--- src/rcsc_pkg.sv ---
// constants shared by the reset and clock system control block
package rcsc_pkg;

  // ==========================================================================
  // special function register addresses
  localparam logic [7:0] ADDR_OPTION = 8'h94;
  localparam logic [7:0] ADDR_FLAGS  = 8'h95;
  localparam logic [7:0] ADDR_CMD    = 8'h97;
  localparam logic [7:0] ADDR_CLKCTL = 8'hd8;
  localparam logic [7:0] ADDR_TRIM   = 8'hf6;
  localparam logic [7:0] ADDR_PWRWDT = 8'hf7;
  localparam logic [7:0] ADDR_CLRSTB = 8'hf8;

  // ==========================================================================
  // configuration word locations in program memory
  localparam logic [12:0] CFG_LOW_ADDR  = 13'h1ffd;
  localparam logic [12:0] CFG_HIGH_ADDR = 13'h1fff;

  // ==========================================================================
  // reset values and codes
  localparam logic [7:0] OPTION_RST    = 8'h00;
  localparam logic [7:0] CLKCTL_RST    = 8'h03;
  localparam logic [7:0] CLKCTL_WMASK  = 8'hdf;
  localparam logic [3:0] PWRWDT_RST    = 4'h0;
  localparam logic [7:0] SW_RESET_CODE = 8'h56;

  // threshold select codes
  localparam logic [1:0] LV_3V5 = 2'b00;
  localparam logic [1:0] LV_2V7 = 2'b01;
  localparam logic [1:0] LV_4V1 = 2'b10;
  localparam logic [1:0] LV_2V3 = 2'b11;

  // watchdog control: upper bit enables, both bits keep it alive in idle/stop
  localparam logic [1:0] WDT_ALWAYS = 2'b11;

  // ==========================================================================
  // timing
  localparam int CLK_HZ     = 40000000;
  localparam int SLOW_RC_HZ = 68000;
  localparam int WARM_MS    = 40;
  localparam int WARM_CYC   = WARM_MS * (CLK_HZ / 1000);
  localparam int WDT_MS_00  = 480;
  localparam int WDT_MS_01  = 240;
  localparam int WDT_MS_10  = 120;
  localparam int WDT_MS_11  = 60;
  localparam int WDT_TK_00  = WDT_MS_00 * SLOW_RC_HZ / 1000;
  localparam int WDT_TK_01  = WDT_MS_01 * SLOW_RC_HZ / 1000;
  localparam int WDT_TK_10  = WDT_MS_10 * SLOW_RC_HZ / 1000;
  localparam int WDT_TK_11  = WDT_MS_11 * SLOW_RC_HZ / 1000;
  localparam logic [1:0] PIN_TICKS = 2'd2;

  typedef enum logic [2:0] {
    ST_WARM = 3'b000,
    ST_LDLO = 3'b001,
    ST_LDHI = 3'b010,
    ST_RST  = 3'b011,
    ST_RUN  = 3'b100
  } rcsc_state_t;

endpackage

--- src/rcsc_top.sv ---
// reset sources, low-voltage, watchdog and system clock control
//
// Contract
// - threshold field: 00 3.5V, 01 2.7V, 10 4.1V, 11 2.3V plus 2.7V detect.
// - detect flag only valid at the lowest threshold, otherwise reads zero.
// - power-saving forces 2.3V in idle; stop with it, or code 11, disables.
// - power-on holds reset 40 ms, then loads configuration words.
// - every reset cause returns the registers to defaults.
// - pin reset is active low, seen after two slow RC cycles low.
// - configuration bit enables the external reset pin.
// - writing 56h to 97h resets the device.
// - watchdog counts slow RC ticks, cleared by reset or clear bit.
// - watchdog period field: 480, 240, 120, 60 ms.
// - watchdog control: 0x off, 10 run modes only, 11 always.
// - watchdog clear bit restarts count and self-clears next cycle.
// - detect flag follows low supply, inactive in stop mode.
// - after reset the clock is the slow internal RC.
// - clock prescaler divides 1, 2, 4, 16; resets to 11.
// - fast from crystal or RC/2, slow from 32 KHz crystal or RC.
// - illegal clock control writes are rejected per bit.
// - seven-bit fast RC trim, loaded from configuration.
// - slow type 0 RC, 1 crystal; writable only on fast clock.
// - prescaler codes: 00 /16, 01 /4, 10 /2, 11 /1.
// - stop bit changes in slow only; select changes only when stop is 0.
// - fast type 0 internal RC, 1 crystal.
`timescale 1ns/1ps

module rcsc_top #(
  parameter int WARM_CYCLES = rcsc_pkg::WARM_CYC
) (
  input  wire logic        clk_sys,
  input  wire logic        rst_n,
  input  wire logic [7:0]  sfr_addr,
  input  wire logic        sfr_wr,
  input  wire logic [7:0]  sfr_wdata,
  input  wire logic        sfr_rd,
  output logic      [7:0]  sfr_rdata,
  input  wire logic        src_tick,
  input  wire logic        ext_reset_n,
  input  wire logic [3:0]  vdd_below,
  input  wire logic        idle_mode,
  input  wire logic        stop_mode,
  output logic             cfg_rd_en,
  output logic      [12:0] cfg_rd_addr,
  input  wire logic [7:0]  cfg_rd_data,
  output logic             sys_reset_n,
  output logic             slow_clock_type,
  output logic             fast_clock_type,
  output logic             peripheral_clock_stop,
  output logic             fast_clock_stop,
  output logic             fast_clock_select,
  output logic      [1:0]  clock_prescaler,
  output logic      [6:0]  fast_rc_trim,
  output logic             low_voltage_reset,
  output logic      [1:0]  reset_level,
  output logic             low_voltage_detect
);

  // ==========================================================================
  // state
  rcsc_pkg::rcsc_state_t st, next_st;
  logic [20:0] warm_cnt, next_warm_cnt;
  logic [6:0]  cfg_low, next_cfg_low;
  logic [7:0]  cfg_high, next_cfg_high;
  logic [7:0]  opt, next_opt;
  logic [3:0]  pwr, next_pwr;
  logic        clr, next_clr;
  logic [7:0]  system_clock_control, next_system_clock_control;
  logic [6:0]  trim, next_trim;
  logic [15:0] wdt, next_wdt;
  logic [1:0]  xcnt, next_xcnt;
  logic        det_flag, next_det_flag;
  logic        lv_arm, next_lv_arm;
  logic [1:0]  lvl, next_lvl;
  logic [7:0]  rdata, next_rdata;
  logic        rd_en, next_rd_en;
  logic [12:0] rd_addr, next_rd_addr;
  logic        rst_out, next_rst_out;
  logic        any_rst;
  logic        wdt_run;
  logic        sw_hit;
  logic [15:0] wdt_lim;
  logic [1:0]  thr_code;

  assign thr_code = cfg_high[5:4];

  // ==========================================================================
  // watchdog period
  always_comb begin
    unique case (opt[5:4])
      2'b00: wdt_lim = 16'(rcsc_pkg::WDT_TK_00);
      2'b01: wdt_lim = 16'(rcsc_pkg::WDT_TK_01);
      2'b10: wdt_lim = 16'(rcsc_pkg::WDT_TK_10);
      2'b11: wdt_lim = 16'(rcsc_pkg::WDT_TK_11);
    endcase
  end

  // ==========================================================================
  // next-state logic
  always_comb begin
    logic wr;
    wr            = sfr_wr && st == rcsc_pkg::ST_RUN;
    next_st       = st;
    next_warm_cnt = warm_cnt;
    next_cfg_low  = cfg_low;
    next_cfg_high = cfg_high;
    next_opt      = opt;
    next_pwr      = pwr;
    next_clr      = 1'b0;
    next_system_clock_control   = system_clock_control;
    next_trim     = trim;
    next_wdt      = wdt;
    next_rd_en    = 1'b0;
    next_rd_addr  = rd_addr;
    next_rst_out  = 1'b1;
    // 11 keeps the count alive in idle/stop; otherwise it pauses there
    wdt_run = !(idle_mode || stop_mode) || pwr[3:2] == rcsc_pkg::WDT_ALWAYS;
    sw_hit  = wr && sfr_addr == rcsc_pkg::ADDR_CMD
              && sfr_wdata == rcsc_pkg::SW_RESET_CODE;

    // pin filter: consecutive slow RC ticks seen low, saturating
    if (ext_reset_n || !cfg_high[6]) begin
      next_xcnt = 2'd0;
    end else if (src_tick && xcnt != rcsc_pkg::PIN_TICKS) begin
      next_xcnt = xcnt + 2'd1;
    end else begin
      next_xcnt = xcnt;
    end

    // threshold in effect for the current operating mode
    next_lvl    = thr_code;
    next_lv_arm = 1'b1;
    if (stop_mode && (pwr[1] || thr_code == rcsc_pkg::LV_2V3)) begin
      next_lv_arm = 1'b0;
    end else if (idle_mode && pwr[1]) begin
      next_lvl = rcsc_pkg::LV_2V3;
    end
    // detector sits at the 2.7V comparator, usable only with 2.3V reset
    next_det_flag = thr_code == rcsc_pkg::LV_2V3 && !stop_mode
               && vdd_below[rcsc_pkg::LV_2V7];

    any_rst = 1'b0;
    if (st == rcsc_pkg::ST_RUN) begin
      if (sw_hit || xcnt == rcsc_pkg::PIN_TICKS || (lv_arm && vdd_below[lvl])) begin
        any_rst = 1'b1;
      end
      if (clr) begin
        next_wdt = 16'd0;
      end else if (src_tick && wdt_run) begin
        if (wdt == wdt_lim - 16'd1) begin
          next_wdt = 16'd0;
          if (pwr[3]) begin
            any_rst = 1'b1;
          end
        end else begin
          next_wdt = wdt + 16'd1;
        end
      end
    end

    unique case (st)
      rcsc_pkg::ST_WARM: begin
        next_rst_out  = 1'b0;
        next_warm_cnt = warm_cnt + 21'd1;
        if (warm_cnt == 21'(WARM_CYCLES - 1)) begin
          next_st      = rcsc_pkg::ST_LDLO;
          next_rd_en   = 1'b1;
          next_rd_addr = rcsc_pkg::CFG_LOW_ADDR;
        end
      end
      rcsc_pkg::ST_LDLO: begin
        next_rst_out = 1'b0;
        next_st      = rcsc_pkg::ST_LDHI;
        next_rd_en   = 1'b1;
        next_rd_addr = rcsc_pkg::CFG_HIGH_ADDR;
        next_cfg_low = cfg_rd_data[6:0];
      end
      rcsc_pkg::ST_LDHI: begin
        next_rst_out  = 1'b0;
        next_st       = rcsc_pkg::ST_RST;
        next_cfg_high = cfg_rd_data;
      end
      rcsc_pkg::ST_RST: begin
        // defaults; configuration words survive every reset but power-on
        next_st     = rcsc_pkg::ST_RUN;
        next_opt    = rcsc_pkg::OPTION_RST;
        next_pwr    = rcsc_pkg::PWRWDT_RST;
        next_system_clock_control = rcsc_pkg::CLKCTL_RST;
        next_trim   = cfg_low;
        next_wdt    = 16'd0;
      end
      rcsc_pkg::ST_RUN: begin
        if (any_rst) begin
          next_st      = rcsc_pkg::ST_RST;
          next_rst_out = 1'b0;
        end else if (wr) begin
          unique case (sfr_addr)
            rcsc_pkg::ADDR_OPTION: next_opt  = sfr_wdata;
            rcsc_pkg::ADDR_PWRWDT: next_pwr  = sfr_wdata[7:4];
            rcsc_pkg::ADDR_CLRSTB: next_clr  = sfr_wdata[7];
            rcsc_pkg::ADDR_TRIM:   next_trim = sfr_wdata[6:0];
            rcsc_pkg::ADDR_CLKCTL: begin
              next_system_clock_control[4]   = sfr_wdata[4];
              next_system_clock_control[1:0] = sfr_wdata[1:0];
              if (system_clock_control[2]) begin
                next_system_clock_control[7] = sfr_wdata[7];
              end else begin
                next_system_clock_control[6] = sfr_wdata[6];
                next_system_clock_control[3] = sfr_wdata[3];
              end
              if (!system_clock_control[3]) begin
                next_system_clock_control[2] = sfr_wdata[2];
              end
              // never let stop and select stand together
              if (next_system_clock_control[3] && next_system_clock_control[2]) begin
                next_system_clock_control[2] = system_clock_control[2];
              end
              next_system_clock_control = next_system_clock_control & rcsc_pkg::CLKCTL_WMASK;
            end
            default: ;
          endcase
        end
      end
      default: begin
        next_st = rcsc_pkg::ST_RST;
      end
    endcase

    // read path; the command register is write-only and reads zero
    next_rdata = rdata;
    if (sfr_rd) begin
      unique case (sfr_addr)
        rcsc_pkg::ADDR_OPTION: next_rdata = opt;
        rcsc_pkg::ADDR_FLAGS:  next_rdata = {det_flag, 7'h00};
        rcsc_pkg::ADDR_CLKCTL: next_rdata = system_clock_control;
        rcsc_pkg::ADDR_TRIM:   next_rdata = {1'b0, trim};
        rcsc_pkg::ADDR_PWRWDT: next_rdata = {pwr, 4'h0};
        rcsc_pkg::ADDR_CLRSTB: next_rdata = {clr, 7'h00};
        default:               next_rdata = 8'h00;
      endcase
    end
  end

  // ==========================================================================
  // registers
  always_ff @(posedge clk_sys) begin
    if (!rst_n) begin
      st       <= rcsc_pkg::ST_WARM;
      warm_cnt <= 21'd0;
      cfg_low  <= 7'h00;
      cfg_high <= 8'h00;
      opt      <= rcsc_pkg::OPTION_RST;
      pwr      <= rcsc_pkg::PWRWDT_RST;
      clr      <= 1'b0;
      system_clock_control   <= rcsc_pkg::CLKCTL_RST;
      trim     <= 7'h00;
      wdt      <= 16'd0;
      xcnt     <= 2'd0;
      det_flag <= 1'b0;
      lv_arm   <= 1'b1;
      lvl      <= rcsc_pkg::LV_3V5;
      rdata    <= 8'h00;
      rd_en    <= 1'b0;
      rd_addr  <= 13'h0000;
      rst_out  <= 1'b0;
    end else begin
      st       <= next_st;
      warm_cnt <= next_warm_cnt;
      cfg_low  <= next_cfg_low;
      cfg_high <= next_cfg_high;
      opt      <= next_opt;
      pwr      <= next_pwr;
      clr      <= next_clr;
      system_clock_control   <= next_system_clock_control;
      trim     <= next_trim;
      wdt      <= next_wdt;
      xcnt     <= next_xcnt;
      det_flag <= next_det_flag;
      lv_arm   <= next_lv_arm;
      lvl      <= next_lvl;
      rdata    <= next_rdata;
      rd_en    <= next_rd_en;
      rd_addr  <= next_rd_addr;
      rst_out  <= next_rst_out;
    end
  end

  assign sfr_rdata             = rdata;
  assign cfg_rd_en             = rd_en;
  assign cfg_rd_addr           = rd_addr;
  assign sys_reset_n           = rst_out;
  assign slow_clock_type       = system_clock_control[7];
  assign fast_clock_type       = system_clock_control[6];
  assign peripheral_clock_stop = system_clock_control[4];
  assign fast_clock_stop       = system_clock_control[3];
  assign fast_clock_select     = system_clock_control[2];
  assign clock_prescaler       = system_clock_control[1:0];
  assign fast_rc_trim          = trim;
  assign low_voltage_reset     = lv_arm;
  assign reset_level           = lvl;
  assign low_voltage_detect    = det_flag;
endmodule

--- config.mk ---
export PLATFORM = sky130hd
export DESIGN_NAME = rcsc_top
export DESIGN_NICKNAME = d
export VERILOG_FILES = /design/src/rcsc_pkg.sv /design/src/rcsc_top.sv
export SDC_FILE = /design/constraint.sdc
export NUM_CORES = 1
export LEC_CHECK = 0
export BUFFER_PORTS_ARGS = -buffer_cell sky130_fd_sc_hd__buf_4
export CORE_AREA = 2 2 113 115
export CTS_CLUSTER_DIAMETER = 100
export DETAILED_ROUTE_END_ITERATION = 8
export DIE_AREA = 0 0 115 117
export GPL_TIMING_DRIVEN = 0
export PLACE_DENSITY_LB_ADDON = 0.2
export SYNTH_ARGS = -nofsm -noshare
export SYNTH_HDL_FRONTEND = slang
export SYNTH_SLANG_ARGS = --single-unit
--- constraint.sdc ---
create_clock -name clk_sys -period 2.2 [get_ports clk_sys]
set_clock_uncertainty 0.2 [all_clocks]
set_input_delay 0.22 -clock clk_sys [delete_from_list [all_inputs] [get_ports clk_sys]]
set_output_delay 0.22 -clock clk_sys [all_outputs]
set_load 0.01 [all_outputs]
# Word-level counts from Yosys, hierarchy flattened
# Index checks and enable logic that the tools add are counted.
# word_totals
reg_bits,111
elab_cells,155
output_inout_bits,41
input_bits,36
# op_classes
reduce_logical,39
n_bitwise,4
magnitude_cmp,1
n_eq_ne,32
add_sub_neg,4
muxes,54
# ops
operator,n
$pmux 16 s4,1
$eq 8x8->1 const B,7
$mux 16,3
$mux 8,6
$pmux 8 s6,1
$pmux 8 s2,2
$pmux 13 s2,1
$mux 1,23
$add 21x1->21 const B,1
$eq 21x21->1 const B,1
$mux 7,3
$add 16x1->16 const B,1
$eq 16x16->1,1
$ne 2x2->1 const B,8
$reduce_and 4->1,4
$sub 16x1->16 const B,1
$reduce_and 5->1,3
$pmux 7 s2,1
$mux 13,1
$mux 4,3
$pmux 3 s4,1
$logic_and 1x1->1,11
$eq 2x2->1 const B,5
$eq 8x7->1 const B,1
other kinds (22),44

# Longest topological paths before layout
# depth
word_depth,20
ltp_mapped,10
ltp_nobuf,7

# Worst setup path after synthesis
# Ideal clock, no wire load.
# synth_timing
path_type,register to register
from,reg st[0]
to,reg opt[4]
setup_time_ns,0.088
setup_slack_ns,-0.145
period_less_slack_ns,2.345
arrival_time_ns,2.057
n_path_buf,4
path_stages_with_launch,11
path_cell_list,dfxtp_1 buf_6 or3b_1 buf_6 nor4_4 a211oi_2 and2_4 buf_6 and3_1 buf_6 o32ai_2
# synth_between
elab_chain_cells,14
word_cells_on_any_way,19
cone_classes,eq/ne: 5; mux: 7; reduce/logical: 7
# synth_lines
element,line_no,rtl
"start, declared",rcsc_top.sv:61,"rcsc_pkg::rcsc_state_t st, next_st;"
"start signal, assigned",rcsc_top.sv:248,st <= rcsc_pkg::ST_WARM;
"start signal, assigned",rcsc_top.sv:267,st <= next_st;
$eq 3x3->1,"rcsc_top.sv:102, rcsc_top.sv:143, rcsc_top.sv:161",
$logic_and 1x1->1,rcsc_top.sv:102,wr = sfr_wr && st == rcsc_pkg::ST_RUN;
$logic_and 1x1->1,rcsc_top.sv:118,sw_hit = wr && sfr_addr == rcsc_pkg::ADDR_CMD
$logic_and 1x1->1,rcsc_top.sv:119,&& sfr_wdata == rcsc_pkg::SW_RESET_CODE;
$logic_or 1x1->1 (2 in series),rcsc_top.sv:144,if (sw_hit || xcnt == rcsc_pkg::PIN_TICKS || (lv_arm && vdd_below[lvl])) begin
$mux 1,rcsc_top.sv:144,
$mux 1,rcsc_top.sv:152,if (pwr[3]) begin
$mux 1,rcsc_top.sv:150,if (wdt == wdt_lim - 16'd1) begin
$mux 1,rcsc_top.sv:149,end else if (src_tick && wdt_run) begin
$mux 1,rcsc_top.sv:147,if (clr) begin
$mux 1,rcsc_top.sv:143,if (st == rcsc_pkg::ST_RUN) begin
$ne 2x2->1 (no source line),-,
$reduce_and 4->1 (no source line),-,
"end signal, assigned",rcsc_top.sv:252,opt <= rcsc_pkg::OPTION_RST;
"end signal, assigned",rcsc_top.sv:271,opt <= next_opt;
"end, declared",rcsc_top.sv:65,"logic [7:0] opt, next_opt;"
# Several ways; a longest one is shown, not always the timed one.
# A chain may end at the register's enable or synchronous reset.

# Worst setup path in the final report
# layout_timing
from,reg opt[4]
to,reg pwr[2]
# layout_between
elab_chain_cells,10
word_cells_on_any_way,13
cone_classes,add/sub: 1; eq/ne: 5; mux: 5; reduce/logical: 2
# layout_lines
element,line_no,rtl
"$eq 2x2->1, or another cell as far along",rcsc_top.sv:90,unique case (opt[5:4])
$pmux 16 s4 (*),rcsc_top.sv:90,
$sub 16x1->16 (*),rcsc_top.sv:150,
$eq 16x16->1 (*),rcsc_top.sv:150,
$mux 1 (*),rcsc_top.sv:150,
$mux 1 (*),rcsc_top.sv:149,
$mux 1 (*),rcsc_top.sv:147,
$mux 1 (*),rcsc_top.sv:143,
$ne 2x2->1 (no source line) (*),-,
$reduce_and 4->1 (no source line) (*),-,
"end signal, assigned",rcsc_top.sv:253,pwr <= rcsc_pkg::PWRWDT_RST;
"end signal, assigned",rcsc_top.sv:272,pwr <= next_pwr;
"end, declared",rcsc_top.sv:66,"logic [3:0] pwr, next_pwr;"
# Every way passes the cells marked *; elsewhere a longest branch is shown, timed or not. The select of a mux whose other input is x is not followed.

==> impl_metrics.py <==
metrics = {
    "outcome": {
        "status": "finished, violations left",
        "violations": "setup timing",
    },
    "global_route": {
        "globalRouteOverflowTotal": 0,
        "grt_pass1_wl_um": 21500,
        "track_usage_pct": 20.4,
        "grt_max_degree": 14,
        "antenna_found_initial": 0,
        "grt_pass1_vias": 4204,
    },
    "floorplan": {
        "core_um2": 12300,
        "initial_core_util_pct": 39.0,
        "die_area_um2": 13500,
        "io_pins": 77,
        "core.rowCount": 41,
        "die_h_um": 117,
        "die_w_um": 115,
    },
    "clock_network": {
        "path_clk_slew_ps": 60,
        "cts_root_buffer": "clkbuf_16",
        "htree_levels": 3,
        "cts_num_sinks": 95,
        "clock_latency_ps": 330,
        "clk_path_buf_depth": 2,
        "cts_tree": "done",
        "cts_buffers": 9,
    },
    "worst_setup_path": {
        "path_cells": "buf_6 > nand2_4 > o221a_1 > a311o_1 > or3_4 > nand4_1 > mux2i_1",
        "critical_path_arrival_ps": 2400,
        "start_kind": "register",
        "reg2regPathDepth": 7,
        "critPathSlowestCell": "or3_4",
        "cp_slowest_stage_delay_ps": 470,
        "critPathKind": "register to register",
        "required_ps": 2250,
        "critPathMaxFanout": 8,
        "end_kind": "register",
    },
    "finish": {
        "finalNonFillerCells": 830,
        "fin_area_um2": 6530,
        "multi_input_area_um2": 2880,
        "drive_above_1_share_pct": 28.7,
        "fillers": 1182,
        "seq_area_um2": 1910,
        "nets": 716,
        "diodes": 0,
        "synthToLayoutAreaGrowth_pct": 36.1,
    },
    "yosys": {
        "ys_types": 70,
        "synth_flop_cell": "dfxtp_1",
        "synth_fp_nets": 585,
        "synth_top_area_share_pct": 39.7,
        "yosysWarnings": 0,
        "synth_commonest_cells": "95 x dfxtp_1, 56 x nand2_1, 36 x nor2_1, 31 x mux2i_1",
        "ys_ff_latch": 95,
        "synth_edf_count": 0,
        "seq_area_frac_synth_pct": 39.7,
        "ys_async_sr_fraction_pct": 0,
        "yosys-top-cells-area": "dfxtp_1 40%, mux2i_1 6.5%, nand2_1 4.4%, xnor2_1 3.7%, and2_1 3.0%",
        "synth_top_area_cell": "dfxtp_1",
        "synth.most_common_cell": "dfxtp_1",
        "synth.cell_area_um2": 4800,
        "avgSynthCellArea_um2": 8.78,
        "syn_inst": 546,
    },
    "placement": {
        "dp.cells": 769,
        "hpwl_um": 9830,
        "port_buffers": 73,
        "gp_congestion": 0.891,
        "detailed_place.area_um2": 5570,
    },
    "timing": {
        "slew_headroom_pct": 40.1,
        "hold_violations": 0,
        "finalCritPeriodShare_pct": 106,
        "finalSetupTns_ps": -2050,
        "setup_violations": 35,
        "worst_slack_ps": -143,
        "finalMaxSlewViolations": 0,
        "tightest_slew_ps": 897,
        "rsz0062_at_grt": "yes",
        "fmax_mhz": 427,
        "holdWs_ps": 14.0,
        "post-route-min-period_ps": 2340,
    },
    "routing": {
        "drtIter0Drc": 245,
        "dr_wl_met3_um": 763,
        "drc": 0,
        "drt_first_pass_iters": 5,
        "wl_um": 14200,
        "wl_met2_um": 6590,
        "drt-wirelength-per-cell_um": 17.1,
        "via_per_inst": 5.45,
        "num_vias": 4524,
        "top_layer_used": "met4",
        "met1_length_um": 6530,
        "ant_nets": 0,
    },
    "hold_path": {
        "hp-class": "input port to register",
        "worstHoldPathCells": 3,
    },
    "power": {
        "p_per_area_nw_per_um2": 517,
        "leakagePower_nw": 2.49,
        "vdd_drop_max_mv": 0.422,
        "total_power_mw": 3.37,
    },
    "job": {
        "drv_cap": 0,
    },
}
[worst max-delay path, delay by kind of cell, from the launching register on]
family	cells	cell delay, ps
simple gates	3	830
compound gates	2	540
flops	1	320
mux	1	230
buf+inv	1	130
[report_power, final]
group	switching (mW)	internal, mW
Combinational	0.108	0.0930
Clock	0.627	0.815
Sequential	0.00455	1.72
Total	0.740	2.63
[final timing paths]
path                       startpoint  slack (ps)                   to
setup / recovery  opt[4]$_SDFFE_PN0P_        -140  pwr[2]$_SDFFE_PN0P_
hold / removal           sfr_wdata[3]          10  opt[3]$_SDFFE_PN0P_
setup reg to reg  opt[4]$_SDFFE_PN0P_        -140  pwr[2]$_SDFFE_PN0P_
hold reg to reg   opt[3]$_SDFFE_PN0P_         280  opt[3]$_SDFFE_PN0P_
[metal layers]
metal | vias to the layer above | global-route usage (%)
met2 | 165 | 33.5
met3 | 26 | 3.09
li1 | 2189 | -
met4 | 0 | 5.86
met5 | - | 0
met1 | 2144 | 27.9
[through the flow]
step	setup WS, ps	util [%]
2_1_floorplan	-89.1	-
3_3_place_gp	-784	45.3
3_5_place_dp	-786	45.3
4_1_cts	-234	50.9
5_1_grt	-214	53.0
6_report	-143	53.0
[final cells by class]
cell class                      instances  share of cell area, %
Buffer                                 31                   2.78
Multi-Input combinational cell        395                   44.2
Tap cell                              150                   2.88
Timing Repair Buffer                  126                   15.6
Clock buffer                           13                   3.99
Sequential cell                        95                   29.3
Inverter                               19                   1.09
Clock inverter                          1                 0.0767
[what timing repair did]
| item | in CTS | in global routing |
|---|---|---|
| gates cloned | 0 | 1 |
| gates resized for setup | 31 | 35 |
| endpoints found under the hold margin | 20 | 0 |
| pin swaps | 20 | 24 |
| endpoints found under the setup margin | 64 | 57 |
| hold buffers | 16 | 0 |
| buffers inserted | 17 | 20 |
[cells in the final DEF (no fill, tap or decap), types with 4 or more instances in the layout]
cell | synthesis | layout
buf_4 | 11 | 115
dfxtp_1 | 95 | 87
nand2_1 | 56 | 54
nor2_1 | 36 | 34
mux2i_1 | 31 | 31
and2_1 | 23 | 23
nand3_1 | 23 | 22
xnor2_1 | 20 | 20
inv_1 | 19 | 19
nor2b_1 | 19 | 19
dlygate4sd3_1 | 0 | 16
clkbuf_1 | 17 | 14
o21a_1 | 11 | 11
nand4_1 | 10 | 10
o21ai_0 | 10 | 10
nor3_1 | 12 | 10
a21oi_1 | 10 | 10
o211ai_1 | 9 | 9
and3_1 | 10 | 9
clkbuf_16 | 0 | 9
buf_6 | 4 | 8
xor2_1 | 8 | 8
o22ai_1 | 9 | 8
dfxtp_2 | 0 | 7
or3_1 | 7 | 6
a21boi_0 | 6 | 6
nand2b_1 | 5 | 5
a22oi_1 | 5 | 5
nand4b_1 | 4 | 4
nor3b_1 | 5 | 4
[logic make-up (layout without fill, tap and decap cells)]
kind of cell               Yosys count  after routing  synth area share, %
AOI/OAI and AO/OA                   92             93                 14.1
xor gates and xnor gates            28             28                 5.11
adders and majority gates            3              3                0.783
buffers and inverters               57            190                 6.08
DFF                                 95             95                 39.7
muxes                               34             34                 7.17
and+or+nand+nor                    237            237                 27.1
[registers in the layout, indices dropped and copies added (netlist names), 2 cells and up]
signal and cells:
warm_cnt 21, xcnt 2, fast_rc_trim 7, st 3, sfr_rdata 8, opt 8
pwr 4, cfg_high 3, cfg_low 7, cfg_rd_addr 2, wdt 16, reset_level 2
system_clock_control 7
Power figures use the tool's default switching activity.
